===== src/logic/pwo_defines.svh =====
// Register offsets, field positions and reset values of the override block.
// Assumes the includer sees it once per compile unit.
`ifndef PWO_DEFINES_SVH
`define PWO_DEFINES_SVH

// ****************************************************************
// Register byte offsets
// ****************************************************************
`define PWO_ADDR_TBCTL  8'h00
`define PWO_ADDR_PER    8'h04
`define PWO_ADDR_DUTY   8'h08
`define PWO_ADDR_PHASE  8'h0C
`define PWO_ADDR_DEAD   8'h10
`define PWO_ADDR_GEN    8'h14
`define PWO_ADDR_OUT    8'h18
`define PWO_ADDR_STAT   8'h1C

// ****************************************************************
// Field positions
// ****************************************************************
`define PWO_TIME_LSB    3
`define PWO_TB_RUN      15
`define PWO_TB_HALT     13
`define PWO_GEN_MODE    0
`define PWO_GEN_IUE     2
`define PWO_GEN_LIMEN   3
`define PWO_GEN_CRST    4
`define PWO_GEN_TRIPEN  5
`define PWO_OUT_OWNH    15
`define PWO_OUT_OWNL    14
`define PWO_OUT_FENH    9
`define PWO_OUT_FENL    8
`define PWO_OUT_FVAL    6
`define PWO_OUT_TRIPD   4
`define PWO_OUT_LIMD    2
`define PWO_OUT_ALIGN   0

// ****************************************************************
// Reset values
// ****************************************************************
`define PWO_PER_RST     16'hFFF0

`endif


===== src/logic/pwo_pkg.sv =====
// Types shared by the override block and its dead-time unit.
// Assumes nothing of its surroundings.
package pwo_pkg;
    // Output pairing modes
    typedef enum logic [1:0] {
        PWO_COMP = 2'b00,
        PWO_PUSH = 2'b01,
        PWO_VPH  = 2'b10
    } pwo_mode_t;

    // Time value, bit 0 here is register bit 3
    typedef logic [12:0] pwo_time_t;

    // Whole state of the top module
    typedef struct packed {
        logic       run;
        logic       halt_idle;
        pwo_time_t  per;
        pwo_time_t  duty_sh;
        pwo_time_t  duty;
        pwo_time_t  phase;
        pwo_time_t  dead;
        pwo_mode_t  mode;
        logic       instant_duty_update_en;
        logic       lim_en;
        logic       crst_en;
        logic       trip_en;
        logic [1:0] own;
        logic [1:0] limd;
        logic [1:0] tripd;
        logic [1:0] fen_p;
        logic [1:0] fval_p;
        logic [1:0] fen;
        logic [1:0] fval;
        logic       align;
        pwo_time_t  cnt;
        logic       pp;
        logic       cut;
        logic [1:0] req;
        logic [1:0] oe;
        logic       wake;
        logic       pready;
        logic       pslverr;
        logic [31:0] prdata;
    } pwo_state_t;

    // Whole state of the dead-time unit
    typedef struct packed {
        logic [1:0][12:0] cnt;
        logic [1:0]       drive;
    } pwo_dt_state_t;
endpackage


===== src/logic/pwo_dt_if.sv =====
// Link between the override logic and the dead-time unit.
// Assumes both ends share one clock.
`timescale 1ns/1ps
`default_nettype none
interface pwo_dt_if;
    logic [1:0]        req;
    logic              comp;
    pwo_pkg::pwo_time_t dead;
    logic [1:0]        drive;
    // Requesting side and delaying side
    modport gen (output req, output comp, output dead, input drive);
    modport dt  (input req, input comp, input dead, output drive);
endinterface
`default_nettype wire


===== src/logic/pwo_deadtime.sv =====
// Dead-time unit: delays rising requests, passes falling ones at once.
// Assumes requests come from flops on the same clock.
`timescale 1ns/1ps
`default_nettype none
module pwo_deadtime
(
    // Clock and reset
    input  wire logic CLK_IN,
    input  wire logic NRST_IN,
    // Request side
    pwo_dt_if.dt      dt
);
    import pwo_pkg::*;

    pwo_dt_state_t d_r;
    pwo_dt_state_t d_nxt;

    // Each side waits the dead time before it may rise
    always_comb
    begin
        d_nxt = d_r;
        for (int i = 0; i < 2; i++)
        begin
            if (!dt.req[i])
            begin
                d_nxt.drive[i] = 1'b0; // Turn-off is never delayed
                d_nxt.cnt[i]   = 13'h0000;
            end
            else if (!d_r.drive[i])
            begin
                // Interlock keeps a shoot-through pair apart
                if (d_r.cnt[i] >= dt.dead && !(dt.comp && d_r.drive[1 - i]))
                    d_nxt.drive[i] = 1'b1;
                else if (d_r.cnt[i] != 13'h1FFF)
                    d_nxt.cnt[i] = d_r.cnt[i] + 13'h0001;
            end
        end
        // Both sides may finish waiting together; the low side wins the tie
        if (dt.comp && d_nxt.drive == 2'b11 && d_r.drive == 2'b00)
            d_nxt.drive[1] = 1'b0;
        if (!NRST_IN)
            d_nxt = '0;
    end

    // State register
    always_ff @(posedge CLK_IN)
    begin
        d_r <= d_nxt;
    end

    assign dt.drive = d_r.drive;
endmodule // pwo_deadtime
`default_nettype wire


===== src/logic/pwo_top.sv =====
// Output override and exception logic of one PWM generator, APB slave.
// Assumes synchronous fault and limit inputs and a port block on the pins.
`timescale 1ns/1ps
`default_nettype none
`include "pwo_defines.svh"

module pwo_top
(
    // Clock and reset
    input  wire logic        CLK_IN,
    input  wire logic        NRST_IN,
    // APB slave
    input  wire logic        PSEL_IN,
    input  wire logic        PENABLE_IN,
    input  wire logic        PWRITE_IN,
    input  wire logic [7:0]  PADDR_IN,
    input  wire logic [31:0] PWDATA_IN,
    output logic [31:0]      PRDATA_OUT,
    output logic             PREADY_OUT,
    output logic             PSLVERR_OUT,
    // Power state and external events
    input  wire logic        SLEEP_IN,
    input  wire logic        IDLE_IN,
    input  wire logic        FAULT_N_IN,
    input  wire logic        LIMIT_IN,
    // Pins
    output logic             HIGH_SIDE_OUTPUT_OUT,
    output logic             HIGH_SIDE_OE_OUT,
    output logic             LOW_SIDE_OUTPUT_OUT,
    output logic             LOW_SIDE_OE_OUT,
    output logic             WAKE_OUT
);
    import pwo_pkg::*;

    localparam logic [15:0] PER_RST = `PWO_PER_RST;

    pwo_state_t s;
    pwo_state_t s_nxt;
    pwo_dt_if   dtl ();

    logic       tick;
    logic       wrap;
    logic       lim;
    logic       trip;
    logic       pwm;
    logic       setup;
    logic       acc;
    logic [1:0] gen;
    logic [1:0] val;
    pwo_time_t  pos;
    pwo_time_t  duty_eff;

    // ****************************************************************
    // Helpers
    // ****************************************************************
    function automatic logic pwo_hit(input logic [7:0] a);
        pwo_hit = (a[1:0] == 2'h0) && (a <= `PWO_ADDR_STAT);
    endfunction

    // Time fields sit at bit 3 upward, so software never shifts
    function automatic logic [31:0] pwo_tw(input pwo_time_t t);
        pwo_tw = {16'h0000, t, 3'h0};
    endfunction

    // ****************************************************************
    // Time base and generator
    // ****************************************************************
    // Idle with the halt bit set stops counting; sleep stops too
    assign tick  = s.run && !(IDLE_IN && s.halt_idle) && !SLEEP_IN;
    // Current reset cuts the period short on the comparator
    assign wrap  = (s.cnt >= s.per) || (s.crst_en && LIMIT_IN);
    // Fault and limit stay live with the counter frozen
    assign trip  = s.trip_en && !FAULT_N_IN;
    assign lim   = s.lim_en && !s.crst_en && LIMIT_IN;
    assign pos   = s.cnt - s.phase;
    // Variable phase fixes duty at half the period
    assign duty_eff = (s.mode == PWO_VPH) ? (s.per >> 1) : s.duty;
    // A cycle-limit trip ends the pulse until the next cycle
    assign pwm   = (pos < duty_eff) && !s.cut;
    assign setup = PSEL_IN && !PENABLE_IN;
    assign acc   = PSEL_IN && PENABLE_IN && s.pready;

    // Pair the generator into high and low requests
    always_comb
    begin
        unique case (s.mode)
            PWO_PUSH: gen = {pwm && !s.pp, pwm && s.pp};
            PWO_VPH:  gen = {pwm, !pwm};
            default:  gen = {pwm, !pwm};
        endcase
    end

    // Ownership chain, lowest first; pin enable acts at the pad
    always_comb
    begin
        for (int i = 0; i < 2; i++)
        begin
            val[i] = s.fen[i] ? s.fval[i] : gen[i];
        end
        if (lim)
            val = s.limd;
        if (trip)
            val = s.tripd;
    end

    // ****************************************************************
    // Next state
    // ****************************************************************
    always_comb
    begin
        s_nxt     = s;
        s_nxt.req = val; // Levels, not enables, reach pins via dead-time
        s_nxt.oe  = s.own;
        // Counter, push-pull phase and cycle-limit latch
        if (tick)
        begin
            if (wrap)
            begin
                s_nxt.cnt = 13'h0000;
                s_nxt.pp  = !s.pp;
                s_nxt.cut = 1'b0;
            end
            else
            begin
                s_nxt.cnt = s.cnt + 13'h0001;
            end
        end
        if (lim)
            s_nxt.cut = 1'b1;
        // Duty loads at the boundary, or at once when asked
        if (s.instant_duty_update_en || !s.run || (tick && wrap))
            s_nxt.duty = s.duty_sh;
        // Manual overrides: aligned to zero or taken next clock
        if (!s.run || !s.align || s.cnt == 13'h0000)
        begin
            s_nxt.fen  = s.fen_p;
            s_nxt.fval = s.fval_p;
        end
        // Wake request holds through sleep, drops on leaving it
        if (SLEEP_IN && trip)
            s_nxt.wake = 1'b1;
        else if (!SLEEP_IN)
            s_nxt.wake = 1'b0;
        // APB: answer in the first access cycle
        if (acc)
        begin
            s_nxt.pready  = 1'b0;
            s_nxt.pslverr = 1'b0;
            if (PWRITE_IN && pwo_hit(PADDR_IN))
            begin
                unique case (PADDR_IN)
                    `PWO_ADDR_TBCTL:
                    begin
                        s_nxt.run       = PWDATA_IN[`PWO_TB_RUN];
                        s_nxt.halt_idle = PWDATA_IN[`PWO_TB_HALT];
                    end
                    `PWO_ADDR_PER:   s_nxt.per     = PWDATA_IN[15:`PWO_TIME_LSB];
                    `PWO_ADDR_DUTY:  s_nxt.duty_sh = PWDATA_IN[15:`PWO_TIME_LSB];
                    `PWO_ADDR_PHASE: s_nxt.phase   = PWDATA_IN[15:`PWO_TIME_LSB];
                    `PWO_ADDR_DEAD:  s_nxt.dead    = PWDATA_IN[15:`PWO_TIME_LSB];
                    `PWO_ADDR_GEN:
                    begin
                        s_nxt.mode    = pwo_mode_t'(PWDATA_IN[`PWO_GEN_MODE+1:`PWO_GEN_MODE]);
                        s_nxt.instant_duty_update_en     = PWDATA_IN[`PWO_GEN_IUE];
                        s_nxt.lim_en  = PWDATA_IN[`PWO_GEN_LIMEN];
                        s_nxt.crst_en = PWDATA_IN[`PWO_GEN_CRST];
                        s_nxt.trip_en = PWDATA_IN[`PWO_GEN_TRIPEN];
                    end
                    `PWO_ADDR_OUT:
                    begin
                        s_nxt.own    = {PWDATA_IN[`PWO_OUT_OWNH], PWDATA_IN[`PWO_OUT_OWNL]};
                        s_nxt.fen_p  = {PWDATA_IN[`PWO_OUT_FENH], PWDATA_IN[`PWO_OUT_FENL]};
                        s_nxt.fval_p = PWDATA_IN[`PWO_OUT_FVAL+1:`PWO_OUT_FVAL];
                        s_nxt.tripd  = PWDATA_IN[`PWO_OUT_TRIPD+1:`PWO_OUT_TRIPD];
                        s_nxt.limd   = PWDATA_IN[`PWO_OUT_LIMD+1:`PWO_OUT_LIMD];
                        s_nxt.align  = PWDATA_IN[`PWO_OUT_ALIGN];
                    end
                    default: ; // Status is read only
                endcase
            end
        end
        else if (setup)
        begin
            s_nxt.pready  = 1'b1;
            s_nxt.pslverr = !pwo_hit(PADDR_IN);
            // Reads are latched in setup; unused bits stay zero
            unique case (PADDR_IN)
                `PWO_ADDR_TBCTL: s_nxt.prdata = {16'h0000, s.run, 1'b0, s.halt_idle, 13'h0000};
                `PWO_ADDR_PER:   s_nxt.prdata = pwo_tw(s.per);
                `PWO_ADDR_DUTY:  s_nxt.prdata = pwo_tw(s.duty_sh);
                `PWO_ADDR_PHASE: s_nxt.prdata = pwo_tw(s.phase);
                `PWO_ADDR_DEAD:  s_nxt.prdata = pwo_tw(s.dead);
                `PWO_ADDR_GEN:   s_nxt.prdata = {26'h0000000, s.trip_en, s.crst_en, s.lim_en, s.instant_duty_update_en, s.mode};
                `PWO_ADDR_OUT:   s_nxt.prdata = {16'h0000, s.own, 4'h0, s.fen_p, s.fval_p,
                                                 s.tripd, s.limd, 1'b0, s.align};
                `PWO_ADDR_STAT:  s_nxt.prdata = {16'h0000, s.cnt, s.wake, lim, trip};
                default:         s_nxt.prdata = 32'h00000000;
            endcase
        end
        // Synchronous reset: defined values, pins released
        if (!NRST_IN)
        begin
            s_nxt     = '0;
            s_nxt.per = PER_RST[15:`PWO_TIME_LSB];
        end
    end

    // State register
    always_ff @(posedge CLK_IN)
    begin
        s <= s_nxt;
    end

    // ****************************************************************
    // Dead-time unit and outputs
    // ****************************************************************
    assign dtl.req  = s.req;
    assign dtl.comp = (s.mode != PWO_PUSH);
    assign dtl.dead = s.dead;

    pwo_deadtime u_dt
    (
        .CLK_IN  (CLK_IN),
        .NRST_IN (NRST_IN),
        .dt      (dtl.dt)
    );

    assign HIGH_SIDE_OUTPUT_OUT = dtl.drive[1];
    assign LOW_SIDE_OUTPUT_OUT  = dtl.drive[0];
    assign HIGH_SIDE_OE_OUT     = s.oe[1];
    assign LOW_SIDE_OE_OUT      = s.oe[0];
    assign WAKE_OUT             = s.wake;
    assign PRDATA_OUT           = s.prdata;
    assign PREADY_OUT           = s.pready;
    assign PSLVERR_OUT          = s.pslverr;
endmodule // pwo_top
`default_nettype wire


===== config.mk =====
export PLATFORM = sky130hd
export DESIGN_NAME = pwo_top
export DESIGN_NICKNAME = d
export VERILOG_FILES = /design/src/logic/pwo_pkg.sv /design/src/logic/pwo_dt_if.sv /design/src/logic/pwo_deadtime.sv /design/src/logic/pwo_top.sv
export VERILOG_INCLUDE_DIRS = /design/src /design/src/logic
export SDC_FILE = /design/constraint.sdc
export NUM_CORES = 1
export LEC_CHECK = 0
export ABC_AREA = 1
export ABC_CLOCK_PERIOD_IN_PS = 5300
export BUFFER_PORTS_ARGS = -buffer_cell sky130_fd_sc_hd__buf_2
export CELL_PAD_IN_SITES_DETAIL_PLACEMENT = 1
export CELL_PAD_IN_SITES_GLOBAL_PLACEMENT = 2
export CORE_UTILIZATION = 38
export CTS_BUF_LIST = sky130_fd_sc_hd__clkbuf_4
export DETAILED_ROUTE_END_ITERATION = 8
export HOLD_SLACK_MARGIN = 0.15
export PLACE_DENSITY_LB_ADDON = 0.1
export SYNTH_ARGS = -nofsm -noshare
export SYNTH_HDL_FRONTEND = slang
export SYNTH_SLANG_ARGS = --single-unit
export TNS_END_PERCENT = 100

===== constraint.sdc =====
create_clock -name CLK_IN -period 5.3 [get_ports CLK_IN]
set_clock_uncertainty 0.1 [all_clocks]
set_input_delay 0.53 -clock CLK_IN [delete_from_list [all_inputs] [get_ports CLK_IN]]
set_output_delay 0.53 -clock CLK_IN [all_outputs]
set_load 0.05 [all_outputs]

==> summary.txt, run 1 <==
Yosys
  – Avg Inst Size Synth: 7.28 um2
  – Largest area contributor in the netlist: dfxtp_1
  – Post-Synth Simple-Gate Area: 0.252
  – Ys Warns: 0
  – Yosys cell types: 48
  – Netlist Area Pre-Place: 0.00925 mm2
  – Mapped Cells: 1272
  – Post-synthesis adder-cell area fraction: 0.0928
  – EDFF count, synth: 0
  – Largest cells by area after synthesis: dfxtp_1 33%, nand2_1 11%, ha_1 9.1%, inv_1 6.0%, nor2_1 5.8%
  – Seq/Total Area, Yosys: 0.333
  – Post-Synth XOR/XNOR Area: 0.0341
  – Main combinational cell family by area after synthesis: simple AND/OR/NAND/NOR gates
  – Post-synth top area share: 0.333
  – Complex-gate fraction of the synthesized area: 0.175
  – Seq cells post-synth: 154
  – Top_reg_cell synth: dfxtp_1
  – Mux contribution to synthesized area: 0
  – Ys async rst share: 0

Route
  – Detailed-route wire length per cell: 18.7 um
  – Final ANT Viol Nets: 0
  – Vias post-DR: 8481
  – Initial DRC count: 455
  – Vias/cell: 5.17
  – DRC Markers: 0
  – Post-Route WL: 30600 um
  – Drt first pass iters: 4

Power and ir drop
  – Pwr Density: 206 mW/mm2
  – Peak supply drop: 0.105 mV
  – Leakage Power: 4.26 nW
  – Internal power: 1.44 mW
  – Sw power: 0.622 mW
  – Sw Share: 0.302
  – Sequential share of power: 0.564
  – Logic gate share of total power: 0.060
  – Clock group share of total power: 0.376

Global route
  – Vias in the first global route: 8363
  – Largest net degree at the start of global routing: 52
  – Routing usage on met2: 0.427
  – Overflow after GRT: 0
  – Total track usage: 0.257
  – First-pass GRT wire length: 47800 um
  – Met1 GRT Util: 0.340
  – Busiest metal layer after global routing: met2
  – Initial antenna violation count: 1
  – Met3 Track Usage GR: 0.0452

Final layout
  – Final instance area: 0.0100 mm2
  – Final #Nets: 1424
  – Register Area: 0.00308 mm2
  – Final Core Density: 0.423
  – Multi-input logic area: 0.00519 mm2
  – Share of cells above drive strength 1: 0.116
  – Post-route insts no fill: 1640
  – Layout overhead on the synthesized area: 8.15%
  – # fillers: 3079

Floorplanning
  – Initial core utilization: 0.391
  – I/O pin cnt: 88
  – Total core area: 0.0237 mm2
  – Die Wd: 158 um
  – Die area: 0.0250 mm2
  – Die height: 158 um
  – Row count: 56

Critical path
  – Setup crit start: s[41]
  – WP data arrival: 4.59 ns
  – CP delay by family, top: compound AO/OA/AOI/OAI gates
  – Slowest stage delay, CP: 0.55 ns
  – Req. time, crit path: 5.73 ns
  – Bufs and invs on worst path: 3
  – CP max stage cell: o21ai_0
  – Worst R2R End: dtl.req[1]
  – CP endpoint kind: flip-flop
  – Reg2Reg Setup Slack: 1.14 ns
  – CP Max Fanout: 5
  – R2r worst-path depth: 18
  – Worst setup SP type: flip-flop
  – WP depth: 18
  – Critical register-to-register path startpoint: s[41]
  – Critical-path cell list: inv_1 > ha_1 > fa_1 > o21ai_0 > a31oi_1 > o21ai_0 > xnor2_1 > inv_1 > ha_1 > nand2_1 > inv_1 > nor2_1 > o21bai_1 > nor2_1 > nand3_1 > o21ai_0 > a21oi_1 > nor2_1
  – Setup CP Type: reg2reg
  – CP endpoint: dtl.req[1]

Timing
  – Fin. Hold Viols: 0
  – Relative slew slack: 0.261
  – Setup TNS: 0 ns
  – Final setup fails: 0
  – Final Hold Slack: 0.262 ns
  – RSZ-0062 raised after global routing: no
  – Worst Max-Slew Pin Slew: 1.11 ns
  – Max Transition Viols Final: 0
  – Period minus WS final: 4.16 ns
  – Fmax: 0.241 GHz
  – Fin crit share: 0.784

Placed design
  – PortBufs: 55
  – Dpl cell area: 0.00957 mm2
  – Routability-driven placement congestion ratio: 0.836
  – Cells after DPL: 1591
  – Post-DP HPWL: 23100 um

CTS
  – CTS tree: yes
  – Post_cts resized: 0
  – Clock sinks: 154
  – Clk slew on worst S/H paths: 0.16 ns
  – Root Buffer: clkbuf_4
  – Clock Latency Late Sink: 0.59 ns
  – Max Root-Sink Buffers: 2
  – CTS H-Tree Depth: 4
  – TritonCTS Buffers: 17

Run
  – Max-Cap Viols: 0

Run status
  – Status: complete, no violations

Min path
  – Worst Hold Class: in2reg
[worst min-delay path: cells and delay by family]
| kind | cells | cell delay [ns] |
|---|---|---|
| buf+inv | 2 | 0.24 |
| compound gates | 1 | 0.10 |
| simple gates | 1 | 0.04 |
[layout make-up]
class                      instances  area share
inverter                         154      0.0579
clock buffer                      17      0.0128
timing repair buffer              76      0.0473
sequential                       154       0.308
multi-input combinational        904       0.519
tap                              319      0.0399
clock inverter                    15      0.0149
antenna                            1    0.000250
[timing repair]
item / CTS / global route
hold endpoints to repair: 18 / 0
hold buffers: 16 / 0
buffers inserted: 0 / 0
[sequential cells by signal, summed over array words and instances (netlist names)]
name              flops
dtl.req               2
WAKE_OUT              1
s                    90
u_dt.dt.drive         2
u_dt.d_r             26
PSLVERR_OUT           1
LOW_SIDE_OE_OUT       1
PRDATA_OUT           16
HIGH_SIDE_OE_OUT      1
PREADY_OUT            1
dtl.dead             13
[cell families (layout without fill, tap and decap cells)]
kind of cell | Yosys count | count (layout)
AND/OR/NAND/NOR | 537 | 537
AO/OA/AOI/OAI | 247 | 247
buffers and inverters | 229 | 262
flip-flops | 154 | 154
adder cells (fa/ha/maj) | 68 | 68
XOR/XNOR | 36 | 36
other | 1 | 17
[per-stage QoR]
step | power, mW | setup slack [ns]
floorplan | 1.27 | 2.15
global placement | 1.30 | 1.36
detailed placement | 1.30 | 1.23
CTS | 2.09 | 1.20
global route | 2.14 | 0.929
finish | 2.06 | 1.14
[worst min-delay path by stage]
stage,from,to,cells past startpoint
after floorplan,s[68],HIGH_SIDE_OE_OUT,2
after global placement,s[67],LOW_SIDE_OE_OUT,2
after detailed placement,s[67],LOW_SIDE_OE_OUT,2
after CTS,FAULT_N_IN,WAKE_OUT,4
after global routing,FAULT_N_IN,WAKE_OUT,4
final,FAULT_N_IN,WAKE_OUT,4
[per-layer routing]
| layer | vias to the layer above | wire length, um |
|---|---|---|
| met5 | - | 0 |
| met4 | 0 | 557 |
| met3 | 24 | 1050 |
| met2 | 134 | 14300 |
| met1 | 4056 | 14700 |
| li1 | 4267 | - |
[cells in the mapped netlist, types with 3 or more instances]
cell type / n
o21ai_0: 43
nor4_1: 3
xnor2_1: 14
o21bai_1: 3
dfxtp_1: 154
a211oi_1: 30
nor2_2: 3
nand2_1: 259
inv_1: 147
inv_2: 6
or2_2: 3
o31ai_1: 3
o21ai_1: 3
nor2_4: 5
nand2_2: 6
clkbuf_1: 21
ha_1: 67
buf_4: 39
a21oi_1: 102
xor2_1: 22
nand3_1: 61
o22ai_1: 11
a211oi_2: 30
nor3_1: 16
buf_2: 10
nor2_1: 142
o211ai_1: 13
nand4_1: 28
[placed cells by master, fill, tap and decap left out, types with 3 or more instances in the layout]
| cell | instances |
|---|---|
| a211oi_1 | 30 |
| a211oi_2 | 30 |
| a21oi_1 | 102 |
| buf_2 | 55 |
| buf_4 | 5 |
| clkbuf_4 | 17 |
| clkinv_2 | 3 |
| conb_1 | 16 |
| dfxtp_1 | 154 |
| dlygate4sd3_1 | 16 |
| ha_1 | 67 |
| inv_1 | 147 |
| inv_2 | 5 |
| inv_6 | 9 |
| nand2_1 | 259 |
| nand2_2 | 6 |
| nand3_1 | 61 |
| nand4_1 | 28 |
| nor2_1 | 141 |
| nor2_2 | 4 |
| nor2_4 | 5 |
| nor3_1 | 16 |
| nor4_1 | 3 |
| o211ai_1 | 13 |
| o21ai_0 | 43 |
| o21ai_1 | 3 |
| o21bai_1 | 3 |
| o22ai_1 | 11 |
| o31ai_1 | 3 |
| or2_2 | 3 |
| xnor2_1 | 14 |
| xor2_1 | 22 |
[power groups by stage]
stage / clock network, mW / registers [mW] / logic, mW
6_report: 0.775 / 1.16 / 0.123
4_1_cts: 0.803 / 1.16 / 0.124
3_5_place_dp: 0 / 1.19 / 0.115
2_1_floorplan: 0 / 1.19 / 0.0788
5_1_grt: 0.844 / 1.16 / 0.132
3_3_place_gp: 0 / 1.19 / 0.114
Note: power is estimated with default switching activity, not from simulation.
==> run 2, diff against run 1 <==
- ABC_CLOCK_PERIOD_IN_PS: 5300 -> 3330
- CORE_UTILIZATION: 38 -> 32
- clock period: 5.3 -> 3.33 ns (I/O delays scaled with it)
==> run 2 against run 1 <==
Fmax grew 37%. Worst hold slack lost 0.064 ns. Flip-flop and latch count is the same. Final cell count grew 6.3%.
==> summary.txt, run 2 (same netlist as run 1, synthesis figures left out) <==
Power and ir drop
  – Tot Pwr: 3.43 mW (+66%)
  – Peak supply drop: 0.148 mV (+40%)
  – Pwr Density: 323 mW/mm2 (+57%)
  – Leakage Power: 4.49 nW (+5.6%)

Min path
  – Hold Path End: s[140]
  – Worst hold path depth: 6 (+2)
  – Worst hold path startpoint: PADDR_IN[2]
  – Worst Hold Class: in2reg

Floorplanning
  – Initial core utilization: 0.329 (-0.0613)
  – Die Wd: 172 um (+8.9%)
  – Die height: 172 um (+8.9%)
  – I/O pin cnt: 88 (unchanged)
  – Total core area: 0.0281 mm2 (+19%)
  – Die area: 0.0296 mm2 (+19%)
  – Row count: 61 (+8.9%)

Timing
  – Fin. Hold Viols: 0 (unchanged)
  – Max Transition Viols Final: 0 (unchanged)
  – Fmax: 0.330 GHz (+37%)
  – Worst Max-Slew Pin Slew: 0.758 ns (-0.350 ns)
  – Relative slew slack: 0.494 (+0.233)
  – RSZ-0062 raised after global routing: no
  – Final setup fails: 0 (unchanged)
  – Setup TNS: 0 ns (unchanged)
  – Fin crit share: 0.909 (+0.125)
  – Period minus WS final: 3.03 ns (-1.13 ns)

Final layout
  – Max reg flops: 90 (unchanged)
  – Final #Nets: 1469 (+3.2%)
  – Final instance area: 0.0106 mm2 (+6.2%)
  – Layout overhead on the synthesized area: 14.8%
  – Commonest non-fill, non-tap cell in the layout: nand2_1
  – Share of cells above drive strength 1: 0.145 (+0.0293)
  – Largest Register: s
  – Most frequent cells in the layout: 259 x nand2_1, 151 x dfxtp_1, 147 x inv_1

Critical path
  – CP Max Fanout: 3 (-2)
  – Worst setup SP type: flip-flop
  – Critical-path cell list: inv_1 > ha_1 > fa_2 > o21ai_2 > buf_4 > nand4_1 > o2111ai_1 > xor2_1 > ha_1 > nand2_1 > inv_1 > nand3_1 > a21oi_2 > nor2_1 > buf_4 > nand3_1 > o21ai_0 > a21oi_1 > nor2_1
  – Worst R2R End: dtl.req[1]
  – CP delay by family, top: adder cells
  – Setup CP Type: reg2reg
  – WP data arrival: 3.47 ns (-1.12 ns)
  – Reg2Reg Setup Slack: 0.30 ns (-0.84 ns)
  – Critical register-to-register path startpoint: s[41]
  – CP endpoint kind: flip-flop
  – WP depth: 19 (+1)
  – Slowest stage delay, CP: 0.36 ns (-0.19 ns)
  – Req. time, crit path: 3.77 ns (-1.96 ns)
  – Bufs and invs on worst path: 4 (+1)
  – CP max stage cell: fa_2
  – R2r worst-path depth: 19 (+1)
  – Setup crit start: s[41]

Placed design
  – Post-DP HPWL: 25300 um (+9.5%)
  – Dpl cell area: 0.00988 mm2 (+3.2%)
  – PortBufs: 55 (unchanged)
  – Routability-driven placement congestion ratio: 0.850 (+1.6%)

Global route
  – First-pass GRT wire length: 50300 um (+5.3%)
  – Largest net degree at the start of global routing: 50 (-3.8%)
  – Overflow after GRT: 0 (unchanged)
  – Initial antenna violation count: 1 (unchanged)
  – Vias in the first global route: 8371 (+0.096%)
  – Total track usage: 0.232 (-0.0253)

Route
  – Detailed-route wire length per cell: 19.0 um (+1.7%)
  – Post-Route WL: 33100 um (+8.1%)
  – Final ANT Viol Nets: 0 (unchanged)
  – DRC Markers: 0 (unchanged)
  – Vias/cell: 4.93 (-4.6%)
  – Vias post-DR: 8595 (+1.3%)
  – Drt first pass iters: 9 (+5)
  – Initial DRC count: 387 (-15%)

Run
  – Max-Cap Viols: 0 (unchanged)

Run status
  – Status: complete, no violations

CTS
  – CTS H-Tree Depth: 4 (unchanged)
  – Clk slew on worst S/H paths: 0.14 ns (-0.02 ns)
  – TritonCTS Buffers: 17 (unchanged)
  – Clock sinks: 154 (unchanged)
  – CTS tree: yes
  – Clock Latency Late Sink: 0.61 ns (+0.02 ns)
  – Max Root-Sink Buffers: 2 (unchanged)
  – Root Buffer: clkbuf_4
[run 2: per-stage QoR]
stage / utilization / hold WS [ns] / setup WS, ns / cells
after floorplan: - / 0.321 / 0.184 / 1287
after global placement: 0.352 / 0.350 / 0.106 / 1678
after detailed placement: 0.352 / 0.348 / 0.0313 / 1678
after CTS: 0.374 / 0.153 / 0.00566 / 1741
after global routing: 0.378 / 0.197 / 0.0144 / 1743
final: 0.378 / 0.198 / 0.304 / 1743
[run 2: layer usage]
| metal | routed length (um) | vias up | GRT usage |
|---|---|---|---|
| li1 | - | 4348 | - |
| met1 | 15600 | 4099 | 0.307 |
| met2 | 15600 | 123 | 0.388 |
| met3 | 1200 | 25 | 0.0336 |
| met4 | 655 | 0 | 0.0669 |
| met5 | 0 | - | 0 |
[run 2: power by group]
group	total [mW]	internal, mW	switching (mW)
combinational	0.215	0.0525	0.162
clock	1.37	0.607	0.758
sequential	1.85	1.85	0.00264
[run 2: area by class of cell]
cell class	count	area, um2
fill	3581	17500
multi-input combinational	904	5300
sequential	154	3090
timing repair buffer	121	876
inverter	154	579
tap	378	473
clock inverter	12	173
clock buffer	19	143
antenna	1	2.50
[run 2: worst max-delay path by stage]
stage | to | slack, ns
floorplan | dtl.req[1] | 0.18
global placement | dtl.req[1] | 0.11
detailed placement | dtl.req[1] | 0.03
CTS | dtl.req[1] | 0.006
global route | dtl.req[0] | 0.01
finish | dtl.req[1] | 0.30
[run 2: worst reg2reg max path, cell delays in order (launching register included)]
cell and delay, ns:
dfxtp_2 0.35, inv_1 0.05, ha_1 0.23, fa_2 0.36
o21ai_2 0.16, buf_4 0.15, nand4_1 0.08, o2111ai_1 0.11
xor2_1 0.19, ha_1 0.26, nand2_1 0.08, inv_1 0.04
nand3_1 0.11, a21oi_2 0.05, nor2_1 0.09, buf_4 0.14
nand3_1 0.10, o21ai_0 0.16, a21oi_1 0.08, nor2_1 0.08
[run 2: timing repair]
item	CTS	global route
endpoints found under the setup margin	0	2
hold buffers	32	0
hold endpoints to repair	67	0
buffers inserted	0	1
resized for setup	0	21
